### config.mk
export PLATFORM = sky130hd
export DESIGN_NAME = fuse_prog_seq
export DESIGN_NICKNAME = d
export VERILOG_FILES = /design/src/verilog/fuse_pkg.sv /design/src/verilog/fuse_image_mem.sv /design/src/verilog/fuse_prog_seq.sv
export SDC_FILE = /design/constraint.sdc
export NUM_CORES = 2
export LEC_CHECK = 0
export BUFFER_PORTS_ARGS = -buffer_cell sky130_fd_sc_hd__buf_2
export CAP_MARGIN = 15
export CORE_AREA = 4 4 622 624
export CTS_BUF_LIST = sky130_fd_sc_hd__clkbuf_4
export CTS_CLUSTER_DIAMETER = 80
export CTS_CLUSTER_SIZE = 12
export DETAILED_ROUTE_END_ITERATION = 8
export DIE_AREA = 0 0 626 628
export PLACE_DENSITY = 0.6
export RECOVER_POWER = 100
export SETUP_SLACK_MARGIN = 0.05
export SLEW_MARGIN = 20
export SYNTH_ARGS = -nofsm -noshare
export SYNTH_HDL_FRONTEND = slang
export SYNTH_SLANG_ARGS = --single-unit
### constraint.sdc
create_clock -name clk_i -period 24.3 [get_ports clk_i]
set_clock_uncertainty 0.15 [all_clocks]
set_input_delay 1.215 -clock clk_i [delete_from_list [all_inputs] [get_ports clk_i]]
set_output_delay 1.215 -clock clk_i [all_outputs]
set_load 0.1 [all_outputs]
### src/verilog/fuse_pkg.sv
// Constants for the fuse PROM programming sequencer.
// Assumes a 125 MHz system clock; the PROM itself has no clock.
package fuse_pkg;
  localparam int CLK_MHZ = 125;
  localparam int ADDR_W = 9;
  localparam int DATA_W = 8;
  localparam int WORDS = 512;
  // Times in their own units
  localparam int FIRST_PULSE_US = 50;
  localparam int FIRST_PULSE_MAX_US = 100;
  localparam int LATER_PULSE_MS = 5;
  localparam int LATER_PULSE_MAX_MS = 15;
  localparam int TOTAL_PULSE_MS = 400;
  localparam int EDGE_DELAY_NS = 200;
  localparam int EDGE_DELAY_MIN_NS = 100;
  localparam int EDGE_DELAY_MAX_NS = 1000;
  localparam int HEAT_LIMIT_MS = 5000;
  localparam int COOL_MS = 5000;
  localparam int VERIFY_NS = 400;
  localparam int LEADER_RUBOUTS = 25;
  // Cycle counts
  localparam int FIRST_PULSE_CYC = FIRST_PULSE_US * CLK_MHZ;
  localparam int LATER_PULSE_CYC = LATER_PULSE_MS * 1000 * CLK_MHZ;
  localparam int EDGE_DELAY_CYC = (EDGE_DELAY_NS * CLK_MHZ + 999) / 1000;
  localparam int VERIFY_CYC = (VERIFY_NS * CLK_MHZ + 999) / 1000;
  localparam int LATER_PULSES_MAX =
    (TOTAL_PULSE_MS - 1) / LATER_PULSE_MS;
  localparam longint HEAT_LIMIT_CYC =
    longint'(HEAT_LIMIT_MS) * 1000 * CLK_MHZ;
  localparam longint COOL_CYC = longint'(COOL_MS) * 1000 * CLK_MHZ;
  // Tape characters
  localparam logic [6:0] CH_BEGIN = 7'h42;
  localparam logic [6:0] CH_FINISH = 7'h46;
  localparam logic [6:0] CH_HIGH = 7'h50;
  localparam logic [6:0] CH_LOW = 7'h4E;
  localparam logic [6:0] CH_RUBOUT = 7'h7F;
  typedef enum logic [1:0] {
    TP_SKIP, TP_DATA, TP_WAIT_F
  } tape_st_t;
  typedef enum logic [3:0] {
    SQ_IDLE, SQ_LOAD, SQ_FIND, SQ_CS_UP, SQ_VOP_ON, SQ_CS_HV,
    SQ_PULSE, SQ_CS_DN, SQ_VOP_OFF, SQ_SENSE, SQ_COOL, SQ_VERIFY,
    SQ_DONE, SQ_FAIL
  } seq_st_t;
endpackage

### src/verilog/fuse_image_mem.sv
// Image memory holding the parsed tape pattern.
// One write port, one read port with registered read data.
`timescale 1ns/1ps
module fuse_image_mem
  import fuse_pkg::*;
#(
  parameter int AW = ADDR_W,
  parameter int DW = DATA_W
)(
  input wire logic clk_i,
  input wire logic ce_i,
  input wire logic we_i,
  input wire logic [AW-1:0] waddr_i,
  input wire logic [DW-1:0] wdata_i,
  input wire logic [AW-1:0] raddr_i,
  output logic [DW-1:0] rdata_o
);
  logic [DW-1:0] mem_q [2**AW];

  always_ff @(posedge clk_i)
  begin
    if (ce_i && we_i)
    begin
      mem_q[waddr_i] <= wdata_i;
    end
    if (ce_i)
    begin
      rdata_o <= mem_q[raddr_i];
    end
  end
endmodule

### src/verilog/fuse_prog_seq.sv
// Host-side sequencer that parses a framed word tape and burns a
// 512x8 fusible PROM one bit at a time, then verifies every word.
// Assumes external level shifters turn the drive strobes into the
// 15 V select, 20 V output supply and output load switching.
`timescale 1ns/1ps
module fuse_prog_seq
  import fuse_pkg::*;
#(
  parameter longint HEAT_CYC = HEAT_LIMIT_CYC,
  parameter longint COOL_CYC_P = COOL_CYC,
  parameter int LATER_CYC = LATER_PULSE_CYC,
  parameter int FIRST_CYC = FIRST_PULSE_CYC,
  parameter int NWORDS = WORDS
)(
  // Clock and reset
  input wire logic clk_i,
  input wire logic rst_b_i,
  input wire logic ce_i,
  // Tape character stream
  input wire logic [7:0] tape_char_i,
  input wire logic tape_valid_i,
  input wire logic parity_chk_i,
  input wire logic tape_end_i,
  // Control
  input wire logic start_i,
  // PROM pins
  output logic [ADDR_W-1:0] prom_addr_o,
  output logic cs_high_o,
  output logic cs_hv_o,
  output logic [DATA_W-1:0] vop_en_o,
  output logic [DATA_W-1:0] load_en_o,
  output logic vcc_on_o,
  input wire logic [DATA_W-1:0] prom_data_i,
  // Status
  output logic tape_ok_o,
  output logic tape_err_o,
  output logic busy_o,
  output logic done_o,
  output logic burn_fail_o,
  output logic verify_fail_o,
  output logic [ADDR_W-1:0] fail_addr_o
);
  // Pulse timer is 23 bits wide; image holds at most WORDS words
  if (NWORDS < 1 || NWORDS > WORDS || FIRST_CYC < 1 || LATER_CYC < 1
    || FIRST_CYC >= 2**23 || LATER_CYC >= 2**23 || HEAT_CYC < 1
    || COOL_CYC_P < 1)
  begin : g_bad_params
    $error("fuse_prog_seq: unsupported parameter values");
  end

  function automatic logic even_par(input logic [7:0] c);
    return ~^c;
  endfunction

  // Tape parser
  tape_st_t tp_q, tp_d;
  logic [3:0] nbits_q, nbits_d;
  logic [7:0] shf_q, shf_d;
  logic [ADDR_W:0] wcnt_q, wcnt_d;
  logic [5:0] rub_q, rub_d;
  logic lead_ok_q, lead_ok_d;
  logic terr_q, terr_d;
  logic tok_q, tok_d;
  wire logic [6:0] ch = tape_char_i[6:0];
  wire logic tv = tape_valid_i && ce_i;
  wire logic par_bad = parity_chk_i && !even_par(tape_char_i);
  wire logic is_rub = (ch == CH_RUBOUT);
  wire logic is_dat = (ch == CH_HIGH) || (ch == CH_LOW);
  wire logic wr_word = tv && tp_q == TP_WAIT_F && ch == CH_FINISH
    && !par_bad && !terr_q;
  wire logic trail_ok = rub_q >= 6'(LEADER_RUBOUTS);

  always_comb
  begin
    tp_d = tp_q;
    nbits_d = nbits_q;
    shf_d = shf_q;
    wcnt_d = wcnt_q;
    rub_d = rub_q;
    lead_ok_d = lead_ok_q;
    terr_d = terr_q;
    tok_d = tok_q;
    if (tv)
    begin
      rub_d = is_rub ? ((rub_q == 6'h3F) ? rub_q : rub_q + 6'h01) : 6'h00;
      if (!lead_ok_q)
      begin
        if (!is_rub && !trail_ok)
          terr_d = 1'b1;
        if (!is_rub)
          lead_ok_d = 1'b1;
      end
      if (par_bad)
        terr_d = 1'b1;
      case (tp_q)
        TP_SKIP:
        begin
          if (ch == CH_BEGIN)
          begin
            tp_d = TP_DATA;
            nbits_d = 4'h0;
          end
        end
        TP_DATA, TP_WAIT_F:
        begin
          if (is_rub)
          begin
            if (nbits_q == 4'h0)
              tp_d = TP_SKIP;
            else
            begin
              nbits_d = nbits_q - 4'h1;
              // Drop the rubbed-out letter
              shf_d = shf_q >> 1;
              tp_d = TP_DATA;
            end
          end
          else if (tp_q == TP_DATA && is_dat)
          begin
            shf_d = {shf_q[6:0], ch == CH_HIGH};
            nbits_d = nbits_q + 4'h1;
            if (nbits_q == 4'h7)
              tp_d = TP_WAIT_F;
          end
          else if (tp_q == TP_WAIT_F && ch == CH_FINISH)
          begin
            tp_d = TP_SKIP;
            wcnt_d = wcnt_q + 10'h001;
          end
          else
          begin
            terr_d = 1'b1;
            tp_d = TP_SKIP;
          end
        end
        default: tp_d = TP_SKIP;
      endcase
    end
    if (tape_end_i && ce_i)
    begin
      if (wcnt_q != 10'(NWORDS) || tp_q != TP_SKIP || !trail_ok)
        terr_d = 1'b1;
      else if (!terr_q)
        tok_d = 1'b1;
    end
  end

  always_ff @(posedge clk_i or negedge rst_b_i)
  begin
    if (!rst_b_i)
    begin
      tp_q <= TP_SKIP;
      nbits_q <= 4'h0;
      shf_q <= 8'h00;
      wcnt_q <= '0;
      rub_q <= 6'h00;
      lead_ok_q <= 1'b0;
      terr_q <= 1'b0;
      tok_q <= 1'b0;
    end
    else if (ce_i)
    begin
      tp_q <= tp_d;
      nbits_q <= nbits_d;
      shf_q <= shf_d;
      wcnt_q <= wcnt_d;
      rub_q <= rub_d;
      lead_ok_q <= lead_ok_d;
      terr_q <= terr_d;
      tok_q <= tok_d;
    end
  end

  // Sequencer
  seq_st_t st_q, st_d;
  logic [ADDR_W-1:0] addr_q, addr_d;
  logic [2:0] bit_q, bit_d;
  logic [22:0] tmr_q, tmr_d;
  logic [39:0] heat_q, heat_d;
  logic [7:0] npulse_q, npulse_d;
  logic first_q, first_d;
  logic burnt_q, burnt_d;
  logic [DATA_W-1:0] img_q;
  logic bfail_q, bfail_d, vfail_q, vfail_d, done_q, done_d;
  logic [ADDR_W-1:0] faddr_q, faddr_d;
  logic [ADDR_W-1:0] raddr;

  fuse_image_mem u_mem (
    .clk_i(clk_i),
    .ce_i(ce_i),
    .we_i(wr_word),
    .waddr_i(wcnt_q[ADDR_W-1:0]),
    .wdata_i(shf_q),
    .raddr_i(raddr),
    .rdata_o(img_q)
  );
  assign raddr = addr_d;

  wire logic tmr_end = (tmr_q == 23'h0);
  wire logic want_hi = img_q[bit_q];
  wire logic bit_last = (bit_q == 3'h7);
  wire logic addr_last = (addr_q == ADDR_W'(NWORDS - 1));
  wire logic heat_hit = heat_q >= 40'(HEAT_CYC);
  wire logic pulse_st = (st_q == SQ_PULSE);
  wire logic prog_active = st_q inside {SQ_CS_UP, SQ_VOP_ON, SQ_CS_HV,
    SQ_PULSE, SQ_CS_DN, SQ_VOP_OFF};
  wire logic [DATA_W-1:0] bit_mask = DATA_W'(1) << bit_q;

  function automatic logic [22:0] cyc(input int n);
    return 23'(n);
  endfunction

  always_comb
  begin
    st_d = st_q;
    addr_d = addr_q;
    bit_d = bit_q;
    tmr_d = tmr_end ? tmr_q : tmr_q - 23'h1;
    heat_d = prog_active ? heat_q + 40'h1 : heat_q;
    npulse_d = npulse_q;
    first_d = first_q;
    burnt_d = burnt_q;
    bfail_d = bfail_q;
    vfail_d = vfail_q;
    faddr_d = faddr_q;
    done_d = done_q;
    case (st_q)
      SQ_IDLE:
        if (start_i && tok_q)
        begin
          st_d = SQ_LOAD;
          addr_d = '0;
          bit_d = 3'h0;
          burnt_d = 1'b0;
          heat_d = '0;
          bfail_d = 1'b0;
          vfail_d = 1'b0;
          done_d = 1'b0;
        end
      SQ_LOAD: st_d = SQ_FIND;
      SQ_FIND:
        if (heat_hit)
        begin
          st_d = SQ_COOL;
          heat_d = '0;
          first_d = 1'b1;
        end
        else if (want_hi && !burnt_q)
        begin
          st_d = SQ_CS_UP;
          first_d = 1'b1;
          npulse_d = 8'h00;
          tmr_d = cyc(EDGE_DELAY_CYC);
        end
        else if (bit_last)
        begin
          bit_d = 3'h0;
          burnt_d = 1'b0;
          addr_d = addr_q + ADDR_W'(1);
          st_d = addr_last ? SQ_VERIFY : SQ_LOAD;
          if (addr_last)
          begin
            addr_d = '0;
            tmr_d = cyc(VERIFY_CYC);
          end
        end
        else
        begin
          bit_d = bit_q + 3'h1;
          burnt_d = 1'b0;
        end
      SQ_CS_UP:
        if (tmr_end)
        begin
          st_d = SQ_VOP_ON;
          tmr_d = cyc(EDGE_DELAY_CYC);
        end
      SQ_VOP_ON:
        if (tmr_end)
        begin
          st_d = SQ_CS_HV;
          tmr_d = cyc(first_q ? FIRST_CYC : LATER_CYC);
        end
      SQ_CS_HV: st_d = SQ_PULSE;
      SQ_PULSE:
        if (tmr_end)
        begin
          st_d = SQ_CS_DN;
          tmr_d = cyc(EDGE_DELAY_CYC);
        end
      SQ_CS_DN:
        if (tmr_end)
        begin
          st_d = SQ_VOP_OFF;
          // Deselect holds one edge delay after supply drops
          tmr_d = cyc(EDGE_DELAY_CYC + VERIFY_CYC);
        end
      SQ_VOP_OFF:
        if (tmr_end)
          st_d = SQ_SENSE;
      SQ_SENSE:
        if (prom_data_i[bit_q])
        begin
          st_d = SQ_FIND;
          burnt_d = 1'b1;
        end
        else if (npulse_q >= 8'(LATER_PULSES_MAX))
        begin
          st_d = SQ_FAIL;
          bfail_d = 1'b1;
          faddr_d = addr_q;
        end
        else
        begin
          // Retries cool down too, keeping the pulse count
          st_d = heat_hit ? SQ_COOL : SQ_CS_UP;
          if (heat_hit)
            heat_d = '0;
          npulse_d = npulse_q + 8'h01;
          first_d = 1'b0;
          tmr_d = cyc(EDGE_DELAY_CYC);
        end
      SQ_COOL:
        if (heat_q >= 40'(COOL_CYC_P))
        begin
          st_d = first_q ? SQ_LOAD : SQ_CS_UP;
          heat_d = '0;
          tmr_d = cyc(EDGE_DELAY_CYC);
        end
        else
          heat_d = heat_q + 40'h1;
      SQ_VERIFY:
        if (tmr_end)
        begin
          if (prom_data_i != img_q)
          begin
            vfail_d = 1'b1;
            faddr_d = addr_q;
            st_d = SQ_FAIL;
          end
          else if (addr_last)
          begin
            st_d = SQ_DONE;
            done_d = 1'b1;
          end
          else
          begin
            addr_d = addr_q + ADDR_W'(1);
            tmr_d = cyc(VERIFY_CYC);
          end
        end
      SQ_DONE, SQ_FAIL:
        if (start_i)
          st_d = SQ_IDLE;
      default: st_d = SQ_IDLE;
    endcase
  end

  always_ff @(posedge clk_i or negedge rst_b_i)
  begin
    if (!rst_b_i)
    begin
      st_q <= SQ_IDLE;
      addr_q <= '0;
      bit_q <= 3'h0;
      tmr_q <= '0;
      heat_q <= '0;
      npulse_q <= 8'h00;
      first_q <= 1'b0;
      burnt_q <= 1'b0;
      bfail_q <= 1'b0;
      vfail_q <= 1'b0;
      faddr_q <= '0;
      done_q <= 1'b0;
    end
    else if (ce_i)
    begin
      st_q <= st_d;
      addr_q <= addr_d;
      bit_q <= bit_d;
      tmr_q <= tmr_d;
      heat_q <= heat_d;
      npulse_q <= npulse_d;
      first_q <= first_d;
      burnt_q <= burnt_d;
      bfail_q <= bfail_d;
      vfail_q <= vfail_d;
      faddr_q <= faddr_d;
      done_q <= done_d;
    end
  end

  // Supply already off, select not yet enabled
  wire logic vop_settle = (st_d == SQ_VOP_OFF) && (tmr_d > cyc(VERIFY_CYC));

  // Registered pin drive
  always_ff @(posedge clk_i or negedge rst_b_i)
  begin
    if (!rst_b_i)
    begin
      prom_addr_o <= '0;
      cs_high_o <= 1'b1;
      cs_hv_o <= 1'b0;
      vop_en_o <= '0;
      load_en_o <= '0;
      vcc_on_o <= 1'b0;
      tape_ok_o <= 1'b0;
      tape_err_o <= 1'b0;
      busy_o <= 1'b0;
      done_o <= 1'b0;
      burn_fail_o <= 1'b0;
      verify_fail_o <= 1'b0;
      fail_addr_o <= '0;
    end
    else if (ce_i)
    begin
      prom_addr_o <= addr_d;
      cs_high_o <= st_d inside {SQ_CS_UP, SQ_VOP_ON, SQ_CS_HV, SQ_PULSE,
        SQ_CS_DN, SQ_IDLE, SQ_DONE, SQ_FAIL, SQ_COOL}
        || vop_settle;
      cs_hv_o <= st_d inside {SQ_CS_HV, SQ_PULSE};
      vop_en_o <= (st_d inside {SQ_VOP_ON, SQ_CS_HV, SQ_PULSE, SQ_CS_DN})
        ? (DATA_W'(1) << bit_d) : '0;
      load_en_o <= (st_d inside {SQ_VOP_OFF, SQ_SENSE})
        ? (DATA_W'(1) << bit_d) : '0;
      vcc_on_o <= !(st_d inside {SQ_IDLE, SQ_COOL, SQ_DONE, SQ_FAIL});
      tape_ok_o <= tok_d;
      tape_err_o <= terr_d;
      busy_o <= !(st_d inside {SQ_IDLE, SQ_DONE, SQ_FAIL});
      done_o <= done_d;
      burn_fail_o <= bfail_d;
      verify_fail_o <= vfail_d;
      fail_addr_o <= faddr_d;
    end
  end

  // Assertions
  a_hv_needs_cs: assert property (@(posedge clk_i) disable iff (!rst_b_i)
    cs_hv_o |-> cs_high_o) else $error("select raised low");
  a_vop_after_cs: assert property (@(posedge clk_i) disable iff (!rst_b_i)
    $rose(|vop_en_o) |-> $past(cs_high_o)) else
    $error("supply before select");
  a_one_fuse: assert property (@(posedge clk_i) disable iff (!rst_b_i)
    $onehot0(vop_en_o)) else $error("more than one fuse");
  a_edge_gap: assert property (@(posedge clk_i) disable iff (!rst_b_i)
    $rose(|vop_en_o) |-> $past(cs_high_o, 2)) else
    $error("edge gap too short");
  a_enable_gap: assert property (@(posedge clk_i) disable iff (!rst_b_i)
    $fell(cs_high_o) |-> !(|$past(vop_en_o, 2))) else
    $error("enable too soon after supply");
  a_fail_sticky: assert property (@(posedge clk_i) disable iff (!rst_b_i)
    ce_i && burn_fail_o && st_q == SQ_FAIL && !start_i |=> burn_fail_o)
    else $error("fail flag lost");
  a_load_off_vop: assert property (@(posedge clk_i) disable iff (!rst_b_i)
    |load_en_o |-> !(|vop_en_o)) else $error("load with supply");
  a_pulse_len: assert property (@(posedge clk_i) disable iff (!rst_b_i)
    ce_i && $rose(pulse_st) && first_q |-> tmr_q <= 23'(FIRST_CYC)) else
    $error("first pulse too long");
  a_word_store: assert property (@(posedge clk_i) disable iff (!rst_b_i)
    wr_word |-> nbits_q == 4'h8) else $error("short word stored");
  c_burn: cover property (@(posedge clk_i) $rose(cs_hv_o));
  c_retry: cover property (@(posedge clk_i) st_q == SQ_SENSE && !first_q);
  c_done: cover property (@(posedge clk_i) $rose(done_o));
  c_terr: cover property (@(posedge clk_i) $rose(tape_err_o));
endmodule

==> summary.txt <==
status -> finished, violations left
Seq/Total Area, Yosys -> 74.2%
initial antenna violation count -> 32
HPWL after DPL -> 297000 µm
hold_sp -> tape_char_i[6]
most used routing layer -> met2
failing checks -> max-capacitance violations, max-slew violations
Syn Std Cell Area -> 0.171 mm²
Setup Viol. Count Final -> 0
Post-CTS Setup Repair Bufs -> 0
FMAX -> 65.6 MHz
Hold WC Path Type -> in -> reg
area of the multi-input gates -> 0.0410 mm²
layout cells sized above 1 -> 6.60%
crit path capture type -> flip-flop
1st-iter DRT viols -> 13900
setup TNS -> 0 ps
distinct cell type count after synthesis -> 90
final wirelength -> 506000 µm
clock-pin slew on the worst setup and hold paths -> 130 ps
RSZ-0062 raised after global routing -> false
nets@finish -> 12000
total track usage -> 24.9%
Synth area leaders -> edfxtp_1 (72%), nand2_1 (4.9%), mux2i_1 (4.8%)
drt drc -> 0
clk root buf -> clkbuf_4
final period utilization -> 62.7%
WP data required -> 25390 ps
Slew headroom -> -506%
max_cap viols -> 65
post-CTS sizing -> 0
syn avg cell area -> 14.2 µm²
Worst-Skew Late Latency -> 1580 ps
pin count of the biggest net entering global routing -> 184
most common cell after layout, fill and taps aside -> edfxtp_1
leading area contributor after synthesis -> edfxtp_1
Seq cells post-synth -> 4258
Die W -> 626 µm
Sequential Area -> 0.127 mm²
Fin Hold WS -> 185 ps
FFs w/ async S/R, synth -> 3.62%
Main synth FF type -> edfxtp_1
Die Span Y -> 628 µm
cts bufs inserted -> 395
Hold Fails Final Rpt -> 0
site row count -> 227
filler cell count -> 32800
met3 Use GR -> 4.58%
Port Buf Inserts -> 65
yosys warns -> 0
worst vdd ir -> 0.161 mV
CTS tree -> yes
post-synth top area share -> 72.0%
H-tree Lvls -> 5
CORE AREA -> 0.381 mm²
crit path DAT -> 16330 ps
Worst Setup Slack, final -> 9070 ps
syn_nets -> 12100
PD cells -> 114 mW/mm²
finished layout cell area -> 0.180 mm²
DR WL/cell -> 29.6 µm
Sink Count -> 4258
met2 usage -> 39.0%
Area Overhead vs Synth -> 5.38%
Slew Viols, Final -> 4752
Worst Path Max Fanout -> 134
first-pass GRT wire length -> 724000 µm
Finished Core Util -> 47.3%
router iterations before antenna repair -> 8
Final Critical Period -> 15230 ps
IO Count -> 66
vias in the first global route -> 101000
RR Startpoint -> tmr_q[0]$_DFFE_PN0P_
grt ovf -> 0
CP Launch Type -> flip-flop
grt met1 use -> 35.9%
die area -> 0.393 mm²
Via density -> 6.19
Final Wtd Congestion -> 0.882
Post-synth EDFFs -> 4104
via count -> 106000
Worst Max-Slew Pin Slew -> 9080 ps
Leakage -> 57.4 nW
CP Launch Point -> tmr_q[0]$_DFFE_PN0P_
Setup CP Type -> reg -> reg
Starting Density -> 44.9%
most frequent cells in the layout -> edfxtp_1 (4104), nand2_1 (2221), mux2i_1 (829)
Syn Inst Count -> 12100
Clock Path Buffers -> 4
Placement Setup Slack -> 14480 ps
ANT nets after route -> 0
placed inst area -> 0.177 mm²
## cell families after synthesis
logic type,count (synthesis),synth area share [%]
buf+inv,871,2.15
flops,4258,74.2
fa+ha+maj,35,0.260
mux,853,5.02
xor+xnor,49,0.251
compound gates,1942,7.72
simple gates,4057,10.4
## cells in the mapped netlist (42+ instances only)
| cell | n |
|---|---|
| and3_1 | 374 |
| a21oi_1 | 449 |
| clkbuf_1 | 431 |
| a32oi_1 | 42 |
| or4_1 | 55 |
| buf_1 | 136 |
| edfxtp_1 | 4104 |
| buf_2 | 245 |
| a211oi_1 | 270 |
| a31oi_1 | 215 |
| dfrtp_1 | 153 |
| nor4_1 | 177 |
| nand2_1 | 2237 |
| a221oi_1 | 48 |
| nor3_1 | 57 |
| a311oi_1 | 130 |
| nand4_1 | 42 |
| o22ai_1 | 286 |
| nand3_1 | 362 |
| o21ai_0 | 131 |
| mux2i_1 | 829 |
| nor2_1 | 657 |
| o221ai_1 | 69 |
## metrics by stage
step,power [mW],instances
2_1_floorplan,14.2,12100
3_3_place_gp,17.2,16600
3_5_place_dp,17.4,16600
4_1_cts,20.4,17100
5_1_grt,21.4,17100
6_report,20.5,17100
## worst paths after layout
path                                               to  slack (ps)  cells after the start
max                        u_mem.rdata_o[2]$_DFFE_PP_        9070                     20
min in group asynchronous       tmr_q[14]$_DFFE_PN0P_        1930                      2
max reg2reg                u_mem.rdata_o[2]$_DFFE_PP_        9070                     20
min reg2reg                     lead_ok_q$_DFFE_PN0P_         340                      2
max in group asynchronous         st_q[1]$_DFFE_PN0P_       16510                      3
min                              shf_q[0]$_DFFE_PN0P_         180                      5
## per-layer routing
layer,vias to the layer above,part of all wire (%)
li1,45700,-
met1,53900,41
met5,-,0.016
met2,5445,46
met3,797,9.8
met4,12,3.1
## sequential cells by signal (all words and copies together) (netlist names), 2 cells and up
register and count:
tp_q 2, load_en_o 8, rub_q 6, st_q 4
nbits_q 4, wcnt_q 10, npulse_q 8, bit_q 3
faddr_q 9, prom_addr_o 9, u_mem.mem_q 4096, tmr_q 23
shf_q 8, vop_en_o 8, heat_q 40, u_mem.rdata_o 8
## worst max-delay path: stages (launching register included)
cell and delay, ps:
dfrtp_1 450, inv_1 120, ha_1 200, or3b_2 490, nor4b_1 710, and2_0 280
a31oi_1 150, a311oi_4 310, clkbuf_1 650, and2_0 2720, buf_12 490, clkbuf_1 1980
clkbuf_1 2220, clkbuf_1 1520, nand2_1 110, and3_1 230, a211oi_1 410, nor2_1 70
o2111ai_1 140, o21ai_0 490, o211ai_1 570
## report_power, final
part	total, mW	switching, mW	internal [mW]	leakage, nW
clock network	3.18	2.24	0.940	2.33
registers	8.30	0.101	8.19	33.6
logic	9.08	6.39	2.69	21.5
## what timing repair did
action | CTS | global route
endpoints found under the hold margin | 124 | 0
endpoints found under the setup margin | 0 | 0
hold buffers | 7 | 0
## cell type report
cell class,count,area share [%]
flip-flops and latches,4258,70.4
multi-input cells,6936,22.7
well taps,5038,3.49
clock buffers,477,1.98
repair buffers,306,1.16
clock inverters,23,0.128
inverters,40,0.0832
diodes,20,0.0277
No activity file was read; power rests on OpenSTA's default activity.
